==> src/rtl/plr_map.svh <==
/*
 map of register offsets, field positions, sizes and reset values for the
 partition label block; assumes byte addresses on an 8-bit decoded bus
*/
`ifndef PLR_MAP_SVH
`define PLR_MAP_SVH
`define PLR_ADDR_W 8
`define PLR_OFF_LBL 8'h00
`define PLR_OFF_VMAP 8'h20
`define PLR_OFF_CTRL 8'h40
`define PLR_OFF_MAXU 8'h44
`define PLR_OFF_STR0 8'h48
`define PLR_OFF_STR1 8'h4C
`define PLR_OFF_BITMAP0 8'h50
`define PLR_OFF_BITMAP1 8'h54
`define PLR_OFF_STAT 8'h58
`define PLR_CTRL_HYP 0
`define PLR_CTRL_VMAP 1
`define PLR_RST_CTRL 2'h0
`define PLR_BITMAP_WD 40
`define PLR_VPM_NUM 4
`define PLR_STRIDE_W 8
`define PLR_MAXU_MSB 15
`define PLR_MAXU_LSB 8
`define PLR_RESP_OKAY 2'h0
`define PLR_RESP_SLVERR 2'h2
`endif

==> src/rtl/plr_pkg.sv <==
/*
 types shared by the partition label block: label fields, request and answer
 carriers and the block state; assumes plr_map.svh is on the include path
*/
`include "plr_map.svh"
package plr_pkg;
	typedef logic [15:0] plr_partid_t;
	typedef logic [7:0] plr_pmg_t;

	// one per-level label register
	typedef struct packed {
		plr_partid_t partid_i;
		plr_partid_t partid_d;
		plr_pmg_t pmg_i;
		plr_pmg_t pmg_d;
	} plr_label_s;

	typedef struct packed {
		logic valid;
		logic is_instruction_access;
		logic [1:0] level;
	} plr_req_s;

	typedef struct packed {
		logic valid;
		plr_partid_t partid;
		plr_pmg_t pmg;
	} plr_lbl_out_s;

	typedef struct packed {
		logic valid;
		logic [14:0] portion;
		logic [7:0] usage;
	} plr_alloc_req_s;

	// whole state of the block
	typedef struct packed {
		logic awready;
		logic wready;
		logic arready;
		logic bvalid;
		logic rvalid;
		logic [1:0] bresp;
		logic [1:0] rresp;
		logic [31:0] rdata;
		logic aw_have;
		logic w_have;
		logic [`PLR_ADDR_W-1:0] awaddr;
		logic [31:0] wdata;
		logic [3:0] wstrb;
		plr_label_s [3:0] lbl;
		logic [`PLR_VPM_NUM-1:0][63:0] vmap;
		logic [1:0] ctrl;
		logic [15:0] maxuse;
		logic [1:0][`PLR_STRIDE_W-1:0] stride;
		logic [`PLR_BITMAP_WD-1:0] portion_bitmap;
		plr_lbl_out_s lout;
		logic alloc_grant;
		logic alloc_deny;
		logic [1:0][15:0] deadline;
		logic [1:0] sched_gnt;
	} plr_st_s;
endpackage

==> src/rtl/plr_top.sv <==
/*
 partition label selection, virtual identifier mapping and generic resource
 controls (portion bitmap, maximum usage, proportional stride) behind an
 AXI4-Lite slave; assumes one 100 MHz clock and requesters on that clock
*/
// The address map and register access over AXI4-Lite were decided locally.
`timescale 1ns/1ps
`include "plr_map.svh"

module plr_top (
	input wire logic aclk,
	input wire logic aresetn,
	input wire logic [`PLR_ADDR_W-1:0] s_axi_awaddr,
	input wire logic s_axi_awvalid,
	output logic s_axi_awready,
	input wire logic [31:0] s_axi_wdata,
	input wire logic [3:0] s_axi_wstrb,
	input wire logic s_axi_wvalid,
	output logic s_axi_wready,
	output logic [1:0] s_axi_bresp,
	output logic s_axi_bvalid,
	input wire logic s_axi_bready,
	input wire logic [`PLR_ADDR_W-1:0] s_axi_araddr,
	input wire logic s_axi_arvalid,
	output logic s_axi_arready,
	output logic [31:0] s_axi_rdata,
	output logic [1:0] s_axi_rresp,
	output logic s_axi_rvalid,
	input wire logic s_axi_rready,
	input wire plr_pkg::plr_req_s req,
	output plr_pkg::plr_lbl_out_s label_out,
	input wire plr_pkg::plr_alloc_req_s alloc_req,
	output logic alloc_grant,
	output logic alloc_deny,
	input wire logic [1:0] sched_req,
	output logic [1:0] sched_gnt
);
	plr_pkg::plr_st_s st_q;
	plr_pkg::plr_st_s st_d;

	// byte-lane merge for register writes
	function automatic logic [31:0] merge(input logic [31:0] old, input logic [31:0] nw,
		input logic [3:0] s);
		logic [31:0] r;
		r = old;
		for (int i = 0; i < 4; i++) begin
			if (s[i]) begin
				r[i*8 +: 8] = nw[i*8 +: 8];
			end
		end
		return r;
	endfunction

	// read decode, returns {error, data}
	function automatic logic [32:0] rd_word(input plr_pkg::plr_st_s s,
		input logic [`PLR_ADDR_W-1:0] a);
		logic [32:0] r;
		r = {1'b0, 32'h0000_0000};
		if (a < `PLR_OFF_VMAP) begin
			if (a[2]) begin
				r[31:0] = {16'h0000, s.lbl[a[4:3]].pmg_i, s.lbl[a[4:3]].pmg_d};
			end else begin
				r[31:0] = {s.lbl[a[4:3]].partid_i, s.lbl[a[4:3]].partid_d};
			end
		end else if (a < `PLR_OFF_CTRL) begin
			r[31:0] = s.vmap[a[4:3]][a[2]*32 +: 32];
		end else if (a[7:2] == `PLR_OFF_CTRL >> 2) begin
			r[31:0] = {30'h0000_0000, s.ctrl};
		end else if (a[7:2] == `PLR_OFF_MAXU >> 2) begin
			r[31:0] = {16'h0000, s.maxuse};
		end else if (a[7:2] == `PLR_OFF_STR0 >> 2) begin
			r[31:0] = {24'h00_0000, s.stride[0]};
		end else if (a[7:2] == `PLR_OFF_STR1 >> 2) begin
			r[31:0] = {24'h00_0000, s.stride[1]};
		end else if (a[7:2] == `PLR_OFF_BITMAP0 >> 2) begin
			r[31:0] = s.portion_bitmap[31:0];
		end else if (a[7:2] == `PLR_OFF_BITMAP1 >> 2) begin
			r[31:0] = {24'h00_0000, s.portion_bitmap[`PLR_BITMAP_WD-1:32]};
		end else if (a[7:2] == `PLR_OFF_STAT >> 2) begin
			r[31:0] = {8'h00, s.lout.pmg, s.lout.partid};
		end else begin
			r[32] = 1'b1;
		end
		return r;
	endfunction

	// next-state logic for bus, labels, allocation and scheduling
	always_comb begin
		logic [`PLR_ADDR_W-1:0] a;
		logic [32:0] rw;
		logic [31:0] m;
		plr_pkg::plr_label_s l;
		plr_pkg::plr_partid_t pid;
		plr_pkg::plr_pmg_t pg;
		logic [63:0] vw;
		logic ok_por;
		logic ok_use;
		logic [8:0] limit;
		logic [15:0] diff;
		logic pick1;
		a = st_q.awaddr;
		rw = {1'b0, 32'h0000_0000};
		m = 32'h0000_0000;
		l = st_q.lbl[req.level];
		pid = 16'h0000;
		pg = 8'h00;
		vw = 64'h0;
		ok_por = 1'b0;
		ok_use = 1'b0;
		limit = 9'h000;
		diff = 16'h0000;
		pick1 = 1'b0;
		st_d = st_q;

		// write address and data are taken independently
		if (st_q.awready && s_axi_awvalid) begin
			st_d.aw_have = 1'b1;
			st_d.awaddr = s_axi_awaddr;
		end
		if (st_q.wready && s_axi_wvalid) begin
			st_d.w_have = 1'b1;
			st_d.wdata = s_axi_wdata;
			st_d.wstrb = s_axi_wstrb;
		end
		if (st_q.bvalid && s_axi_bready) begin
			st_d.bvalid = 1'b0;
		end

		// register write once both halves are held and no response pends
		if (st_q.aw_have && st_q.w_have && !st_q.bvalid) begin
			rw = rd_word(st_q, a);
			m = merge(rw[31:0], st_q.wdata, st_q.wstrb);
			st_d.bresp = `PLR_RESP_OKAY;
			if (a < `PLR_OFF_VMAP) begin
				if (a[2]) begin
					st_d.lbl[a[4:3]].pmg_i = m[15:8];
					st_d.lbl[a[4:3]].pmg_d = m[7:0];
				end else begin
					st_d.lbl[a[4:3]].partid_i = m[31:16];
					st_d.lbl[a[4:3]].partid_d = m[15:0];
				end
			end else if (a < `PLR_OFF_CTRL) begin
				st_d.vmap[a[4:3]][a[2]*32 +: 32] = m;
			end else if (a[7:2] == `PLR_OFF_CTRL >> 2) begin
				st_d.ctrl = m[1:0];
			end else if (a[7:2] == `PLR_OFF_MAXU >> 2) begin
				st_d.maxuse = m[15:0];
			end else if (a[7:2] == `PLR_OFF_STR0 >> 2) begin
				st_d.stride[0] = m[`PLR_STRIDE_W-1:0];
			end else if (a[7:2] == `PLR_OFF_STR1 >> 2) begin
				st_d.stride[1] = m[`PLR_STRIDE_W-1:0];
			end else if (a[7:2] == `PLR_OFF_BITMAP0 >> 2) begin
				st_d.portion_bitmap[31:0] = m;
			end else if (a[7:2] == `PLR_OFF_BITMAP1 >> 2) begin
				st_d.portion_bitmap[`PLR_BITMAP_WD-1:32] = m[`PLR_BITMAP_WD-33:0];
			end else if (rw[32]) begin
				st_d.bresp = `PLR_RESP_SLVERR;
			end
			st_d.aw_have = 1'b0;
			st_d.w_have = 1'b0;
			st_d.bvalid = 1'b1;
		end
		st_d.awready = !st_d.aw_have;
		st_d.wready = !st_d.w_have;

		// read answered one cycle after the address is taken
		if (st_q.rvalid && s_axi_rready) begin
			st_d.rvalid = 1'b0;
		end
		if (st_q.arready && s_axi_arvalid) begin
			rw = rd_word(st_q, s_axi_araddr);
			st_d.rdata = rw[31:0];
			st_d.rresp = rw[32] ? `PLR_RESP_SLVERR : `PLR_RESP_OKAY;
			st_d.rvalid = 1'b1;
		end
		st_d.arready = !st_d.rvalid;

		// label select by level and access side
		pid = req.is_instruction_access ? l.partid_i : l.partid_d;
		pg = req.is_instruction_access ? l.pmg_i : l.pmg_d;
		if (req.level == 2'h2 && !st_q.ctrl[`PLR_CTRL_HYP]) begin
			pid = 16'h0000;
			pg = 8'h00;
		end
		// virtual mapping at levels 0 and 1
		if (st_q.ctrl[`PLR_CTRL_VMAP] && st_q.ctrl[`PLR_CTRL_HYP] && !req.level[1]) begin
			if (pid[15:2] < 14'(`PLR_VPM_NUM)) begin
				vw = st_q.vmap[pid[3:2]];
			end
			pid = vw[{pid[1:0], 4'h0} +: 16];
		end
		st_d.lout.valid = req.valid;
		st_d.lout.partid = pid;
		st_d.lout.pmg = pg;

		// portion bitmap and maximum-usage checks
		if (alloc_req.portion < 15'(`PLR_BITMAP_WD)) begin
			ok_por = st_q.portion_bitmap[alloc_req.portion[5:0]];
		end
		limit = {1'b0, st_q.maxuse[`PLR_MAXU_MSB:`PLR_MAXU_LSB]} + 9'h001;
		ok_use = {1'b0, alloc_req.usage} < limit;
		st_d.alloc_grant = alloc_req.valid && ok_por && ok_use;
		st_d.alloc_deny = alloc_req.valid && !(ok_por && ok_use);

		// earliest-deadline stride scheduler, work conserving
		diff = st_q.deadline[1] - st_q.deadline[0];
		pick1 = sched_req[1] && (!sched_req[0] || diff[15]);
		st_d.sched_gnt = 2'h0;
		if (sched_req != 2'h0) begin
			st_d.sched_gnt = pick1 ? 2'h2 : 2'h1;
			st_d.deadline[pick1] = st_q.deadline[pick1] +
				{8'h00, st_q.stride[pick1]} + 16'h0001;
		end
		// an idle class banks no credit
		if (!sched_req[0]) begin
			st_d.deadline[0] = st_d.deadline[1];
		end
		if (!sched_req[1]) begin
			st_d.deadline[1] = st_d.deadline[0];
		end
	end

	// state register, synchronous reset
	always_ff @(posedge aclk) begin
		if (!aresetn) begin
			st_q <= '0;
		end else begin
			st_q <= st_d;
		end
	end

	// outputs straight from state
	assign s_axi_awready = st_q.awready;
	assign s_axi_wready = st_q.wready;
	assign s_axi_bresp = st_q.bresp;
	assign s_axi_bvalid = st_q.bvalid;
	assign s_axi_arready = st_q.arready;
	assign s_axi_rdata = st_q.rdata;
	assign s_axi_rresp = st_q.rresp;
	assign s_axi_rvalid = st_q.rvalid;
	assign label_out = st_q.lout;
	assign alloc_grant = st_q.alloc_grant;
	assign alloc_deny = st_q.alloc_deny;
	assign sched_gnt = st_q.sched_gnt;

	// helpers read only by the checks
	logic [15:0] vm1_f1;
	logic [15:0] dl0;
	logic [7:0] st0;
	assign vm1_f1 = st_q.vmap[1][31:16];
	assign dl0 = st_q.deadline[0];
	assign st0 = st_q.stride[0];
endmodule

==> config.mk <==
export PLATFORM = sky130hd
export DESIGN_NAME = plr_top
export DESIGN_NICKNAME = d
export VERILOG_FILES = /design/src/rtl/plr_pkg.sv /design/src/rtl/plr_top.sv
export VERILOG_INCLUDE_DIRS = /design/src /design/src/rtl
export SDC_FILE = /design/constraint.sdc
export NUM_CORES = 2
export LEC_CHECK = 0
export BUFFER_PORTS_ARGS = -buffer_cell sky130_fd_sc_hd__buf_4
export CORE_UTILIZATION = 35
export DETAILED_ROUTE_END_ITERATION = 10
export PLACE_DENSITY_LB_ADDON = 0.12
export SETUP_SLACK_MARGIN = 0.3
export SYNTH_ARGS = -nofsm -noshare
export SYNTH_HDL_FRONTEND = slang
export SYNTH_SLANG_ARGS = --single-unit
==> constraint.sdc <==
create_clock -name aclk -period 7.21 [get_ports aclk]
set_input_delay 1.442 -clock aclk [delete_from_list [all_inputs] [get_ports aclk]]
set_output_delay 1.442 -clock aclk [all_outputs]
set_load 0.01 [all_outputs]
==> report_table.html <==
<table>
<tr><th>Metric</th><th>Value</th></tr>
<tr><th colspan="2">Run status</th></tr>
<tr><td>Outcome</td><td>complete, but fails checks</td></tr>
<tr><td>Violations in the final reports</td><td>design-rule violations</td></tr>
<tr><th colspan="2">Global routing</th></tr>
<tr><td>Most used routing layer</td><td>met2</td></tr>
<tr><td>Tot GR Track Use</td><td>28.29%</td></tr>
<tr><td>Fraction of met1 tracks used by global routing</td><td>39.70%</td></tr>
<tr><td>GRT overflow</td><td>0</td></tr>
<tr><td>Antenna violations before repair</td><td>3</td></tr>
<tr><td>Met3 layer usage reported by global route</td><td>4.818%</td></tr>
<tr><td>Number of global-route vias before repair</td><td>30401</td></tr>
<tr><td>Largest net degree at the start of global routing</td><td>around 200</td></tr>
<tr><td>Wire length of the first global-routing pass</td><td>223.5 mm</td></tr>
<tr><td>Met2 capacity usage during global routing</td><td>43.20%</td></tr>
<tr><th colspan="2">Critical path</th></tr>
<tr><td>Reg-to-reg startpoint</td><td>dl0[12]</td></tr>
<tr><td>Crit path max fanout</td><td>30</td></tr>
<tr><td>Required time of the critical path</td><td>7770 ps</td></tr>
<tr><td>Kind of launch point of the worst setup path</td><td>primary input</td></tr>
<tr><td>Data arrival time of the critical path</td><td>5820 ps</td></tr>
<tr><td>Slowest CP cell</td><td>and3_1</td></tr>
<tr><td>Critical Path Start</td><td>sched_req[0]</td></tr>
<tr><td>Highest cell delay on the worst timing path</td><td>about 520 ps</td></tr>
<tr><td>Critical path type</td><td>in2reg</td></tr>
<tr><td>Crit end category</td><td>register</td></tr>
<tr><td>Cells traversed along the worst timing path</td><td>buf_4 &gt; and2_1 &gt; a21boi_0 &gt; a21boi_0 &gt; and3_1 &gt; buf_4 &gt; o21ai_0 &gt; fa_1 &gt; a21o_1 &gt; a21oi_1 &gt; o21bai_1 &gt; a2111oi_0 &gt; or3_1 &gt; nor2_1 &gt; xnor2_1 &gt; a211oi_1</td></tr>
<tr><th colspan="2">Synth</th></tr>
<tr><td>Top-area cell type share of the netlist area</td><td>35.65%</td></tr>
<tr><td>Post-synthesis instance total</td><td>4164</td></tr>
<tr><td>Top post-synthesis cells by area</td><td>dfxtp_1 36%, mux4_2 16%, a211oi_1 8.9%</td></tr>
<tr><td>Seq cells post-synth</td><td>666</td></tr>
<tr><td>Post-synthesis cell type with the largest combined area</td><td>dfxtp_1</td></tr>
<tr><td>Cell area after synthesis</td><td>37400 um^2</td></tr>
<tr><td>Ys Warns</td><td>0</td></tr>
<tr><td>Ys async rst share</td><td>0%</td></tr>
<tr><td>Count of cell types in the netlist</td><td>73</td></tr>
<tr><td>Most used DFF post-synth</td><td>dfxtp_1</td></tr>
<tr><td>Register area share after synthesis</td><td>35.65%</td></tr>
<tr><td>Synth Area per Inst</td><td>approximately 9 um^2</td></tr>
<tr><td>EDFF count, synth</td><td>0</td></tr>
<tr><th colspan="2">Routing</th></tr>
<tr><td>Post-detailed-route via-to-cell ratio</td><td>between 6 and 7</td></tr>
<tr><td>Drt initial violations</td><td>3420</td></tr>
<tr><td>Post-route DRC violation count</td><td>between 40 and 50</td></tr>
<tr><td>DR pass1 iterations</td><td>9</td></tr>
<tr><td>Drt total wl</td><td>approximately 160 mm</td></tr>
<tr><td>Post-route ant nets</td><td>0</td></tr>
<tr><td>Via Count</td><td>about 33000</td></tr>
<tr><td>Final routed wire length divided by cell count</td><td>28.56 um</td></tr>
<tr><th colspan="2">Clocking</th></tr>
<tr><td>Bufs on Longest Clock Path</td><td>3</td></tr>
<tr><td>CTS Hold Bufs</td><td>0</td></tr>
<tr><td>Number of levels in the clock H-tree</td><td>3</td></tr>
<tr><td>Number of clock sinks</td><td>666</td></tr>
<tr><td>Total setup buffers inserted after CTS</td><td>0</td></tr>
<tr><td>Clock-pin slew on the worst setup and hold paths</td><td>roughly 60 ps</td></tr>
<tr><td>Clock root buffer master</td><td>clkbuf_16</td></tr>
<tr><td>TritonCTS clock tree</td><td>yes</td></tr>
<tr><td>Clock latency of the later-clocked register in the worst-skew pair</td><td>660 ps</td></tr>
<tr><td>Count of instances resized after the clock tree is built</td><td>0</td></tr>
<tr><td>Number of buffers created by CTS</td><td>82</td></tr>
<tr><th colspan="2">STA</th></tr>
<tr><td>Final setup violation count</td><td>0</td></tr>
<tr><td>Post-route fraction of the period consumed by the critical path</td><td>72.92%</td></tr>
<tr><td>Unrepaired setup endpoints after global routing</td><td>false</td></tr>
<tr><td>Fin. max-slew vios</td><td>0</td></tr>
<tr><td>FMAX</td><td>190.2 MHz</td></tr>
<tr><td>Final-report hold violation count</td><td>0</td></tr>
<tr><td>Normalized max-slew margin</td><td>18.18%</td></tr>
<tr><td>Transition time at the pin with the least slew margin</td><td>1220 ps</td></tr>
<tr><td>Worst hold margin</td><td>454.8 ps</td></tr>
<tr><td>Setup skew after layout</td><td>approximately 33 ps</td></tr>
<tr><td>Setup_tns</td><td>0 ps</td></tr>
<tr><td>Minimum clock period after layout</td><td>5258 ps</td></tr>
<tr><th colspan="2">Floorplanning</th></tr>
<tr><td>Placeable Area</td><td>105600 um^2</td></tr>
<tr><td>Vertical die dimension</td><td>328.9 um</td></tr>
<tr><td>Initial core utilization</td><td>35.43%</td></tr>
<tr><td>Die area</td><td>108200 um^2</td></tr>
<tr><td>Horizontal die dimension</td><td>328.9 um</td></tr>
<tr><td>Top-level I/O count</td><td>between 150 and 200</td></tr>
<tr><td>Std-Cell Rows</td><td>~120</td></tr>
<tr><th colspan="2">Final layout</th></tr>
<tr><td>Count of nets after finishing</td><td>just over 4000</td></tr>
<tr><td>Filler cell count in the final layout</td><td>10583</td></tr>
<tr><td>Final std cells w/o fill</td><td>around 5500</td></tr>
<tr><td>Leading cell types in the layout, fill and taps excluded</td><td>663 x dfxtp_1, 603 x nand2_1, 515 x nor2_1</td></tr>
<tr><td>Area growth syn-to-layout</td><td>12.02%</td></tr>
<tr><td>Most common cell after layout, fill and taps aside</td><td>dfxtp_1</td></tr>
<tr><td>Fraction of final layout cells sized beyond drive strength 1</td><td>18.35%</td></tr>
<tr><th colspan="2">Pwr</th></tr>
<tr><td>Clock power share</td><td>46.2%</td></tr>
<tr><td>Relative contribution of sequential cells to total power</td><td>42.0%</td></tr>
<tr><td>Leak Pwr</td><td>13.57 nW</td></tr>
<tr><td>Sum of internal, switching and leakage power</td><td>9.019 mW</td></tr>
<tr><td>Worst IR drop on VDD</td><td>0.1469 mV</td></tr>
<tr><td>Pwr dens</td><td>between 200 and 250 nW/um^2</td></tr>
<tr><td>Net Switching</td><td>around 2.5 mW</td></tr>
<tr><td>Internal power of the cells</td><td>6.503 mW</td></tr>
<tr><td>Proportion of total power due to net switching</td><td>27.90%</td></tr>
<tr><td>Combinational cell fraction of total power</td><td>11.9%</td></tr>
<tr><th colspan="2">Hold path</th></tr>
<tr><td>Class of the worst hold path</td><td>reg2reg</td></tr>
<tr><td>Min-delay src</td><td>st_q[607]</td></tr>
<tr><th colspan="2">Placement</th></tr>
<tr><td>Final estimated routing congestion in global placement</td><td>0.9109</td></tr>
<tr><td>Count of buffers inserted at the top-level ports</td><td>152</td></tr>
<tr><td>HPWL after DPL</td><td>about 110 mm</td></tr>
<tr><td>Placed cell count</td><td>roughly 5300</td></tr>
<tr><th colspan="2">Flow run</th></tr>
<tr><td>Count of max-cap constraint violations</td><td>0</td></tr>
</table>
per-layer routing:
layer | vias to the layer above | wire length, um
met5 | - | 7
met3 | 234 | 12090
met4 | 2 | 6013
met1 | 16369 | 69220
met2 | 1349 | 69030
li1 | 15060 | -
sequential cells by signal, summed over array words and instances, names as in the netlist, 2 cells and up:
name and cells:
st_q 574, sched_gnt 2, label_out 25, st0 8, s_axi_rdata 32, dl0 16
power groups by stage:
| stage | combinational, mW | sequential (mW) | clock, mW |
|---|---|---|---|
| after floorplan | 0.653 | 3.83 | 0 |
| after global placement | 1.05 | 3.86 | 0 |
| after detailed placement | 1.05 | 3.86 | 0 |
| after CTS | 1.06 | 3.78 | 4.24 |
| after global routing | 1.12 | 3.79 | 4.39 |
| final | 1.07 | 3.78 | 4.16 |
critical path, delay by kind of cell:
kind / cells / cell delay (ps)
simple gates: 4 / 1200
xor+xnor: 1 / 160
compound gates: 8 / 1930
buf+inv: 2 / 620
fa+ha+maj: 1 / 460
area by class of cell:
type / count / area, um^2 / area share, %
flip-flops and latches: 666 / 13340 / 31.85
multi-input cells: 2956 / 21870 / 52.20
inverters: 56 / 217.7 / 0.5197
repair buffers: 260 / 2062 / 4.922
diodes: 2 / 5.005 / 0.01195
well taps: 1391 / 1740 / 4.155
clock inverters: 14 / 133.9 / 0.3196
clock buffers: 129 / 2522 / 6.021
stage by stage:
step	util [%]	setup slack, ps	instance area [um^2]
floorplan	-	1351	37400
global placement	37.16	1295	39230
detailed placement	37.16	1266	39230
CTS	39.68	1988	41890
global route	39.68	1604	41890
finish	39.68	1952	41890
cells in the mapped netlist (53+ instances only):
library cell / n
o21ai_0: 53
a211oi_1: 445
buf_4: 70
nand2_1: 605
inv_1: 55
mux2i_1: 166
a21oi_1: 297
nor2_1: 529
clkbuf_1: 297
mux4_2: 266
buf_2: 84
dfxtp_1: 666
worst paths after layout:
path	slack, ps	to	depth (start not counted)
worst min register to register	450	st_q[607]	2
worst max register to register	2100	dl0[8]	18
worst max-delay path	1950	dl0[8]	16
worst min-delay path	450	st_q[607]	2
logic make-up after synthesis:
kind of cell | Yosys count | synth area share [%]
AOI/OAI and AO/OA | 1093 | 20.09
xor gates and xnor gates | 22 | 0.5152
adders and majority gates | 31 | 1.057
buffers and inverters | 543 | 6.484
DFF | 666 | 35.65
muxes | 462 | 21.37
other | 1 | 0.01003
and+or+nand+nor | 1346 | 14.82
Note: power is estimated with default switching activity, not from simulation.
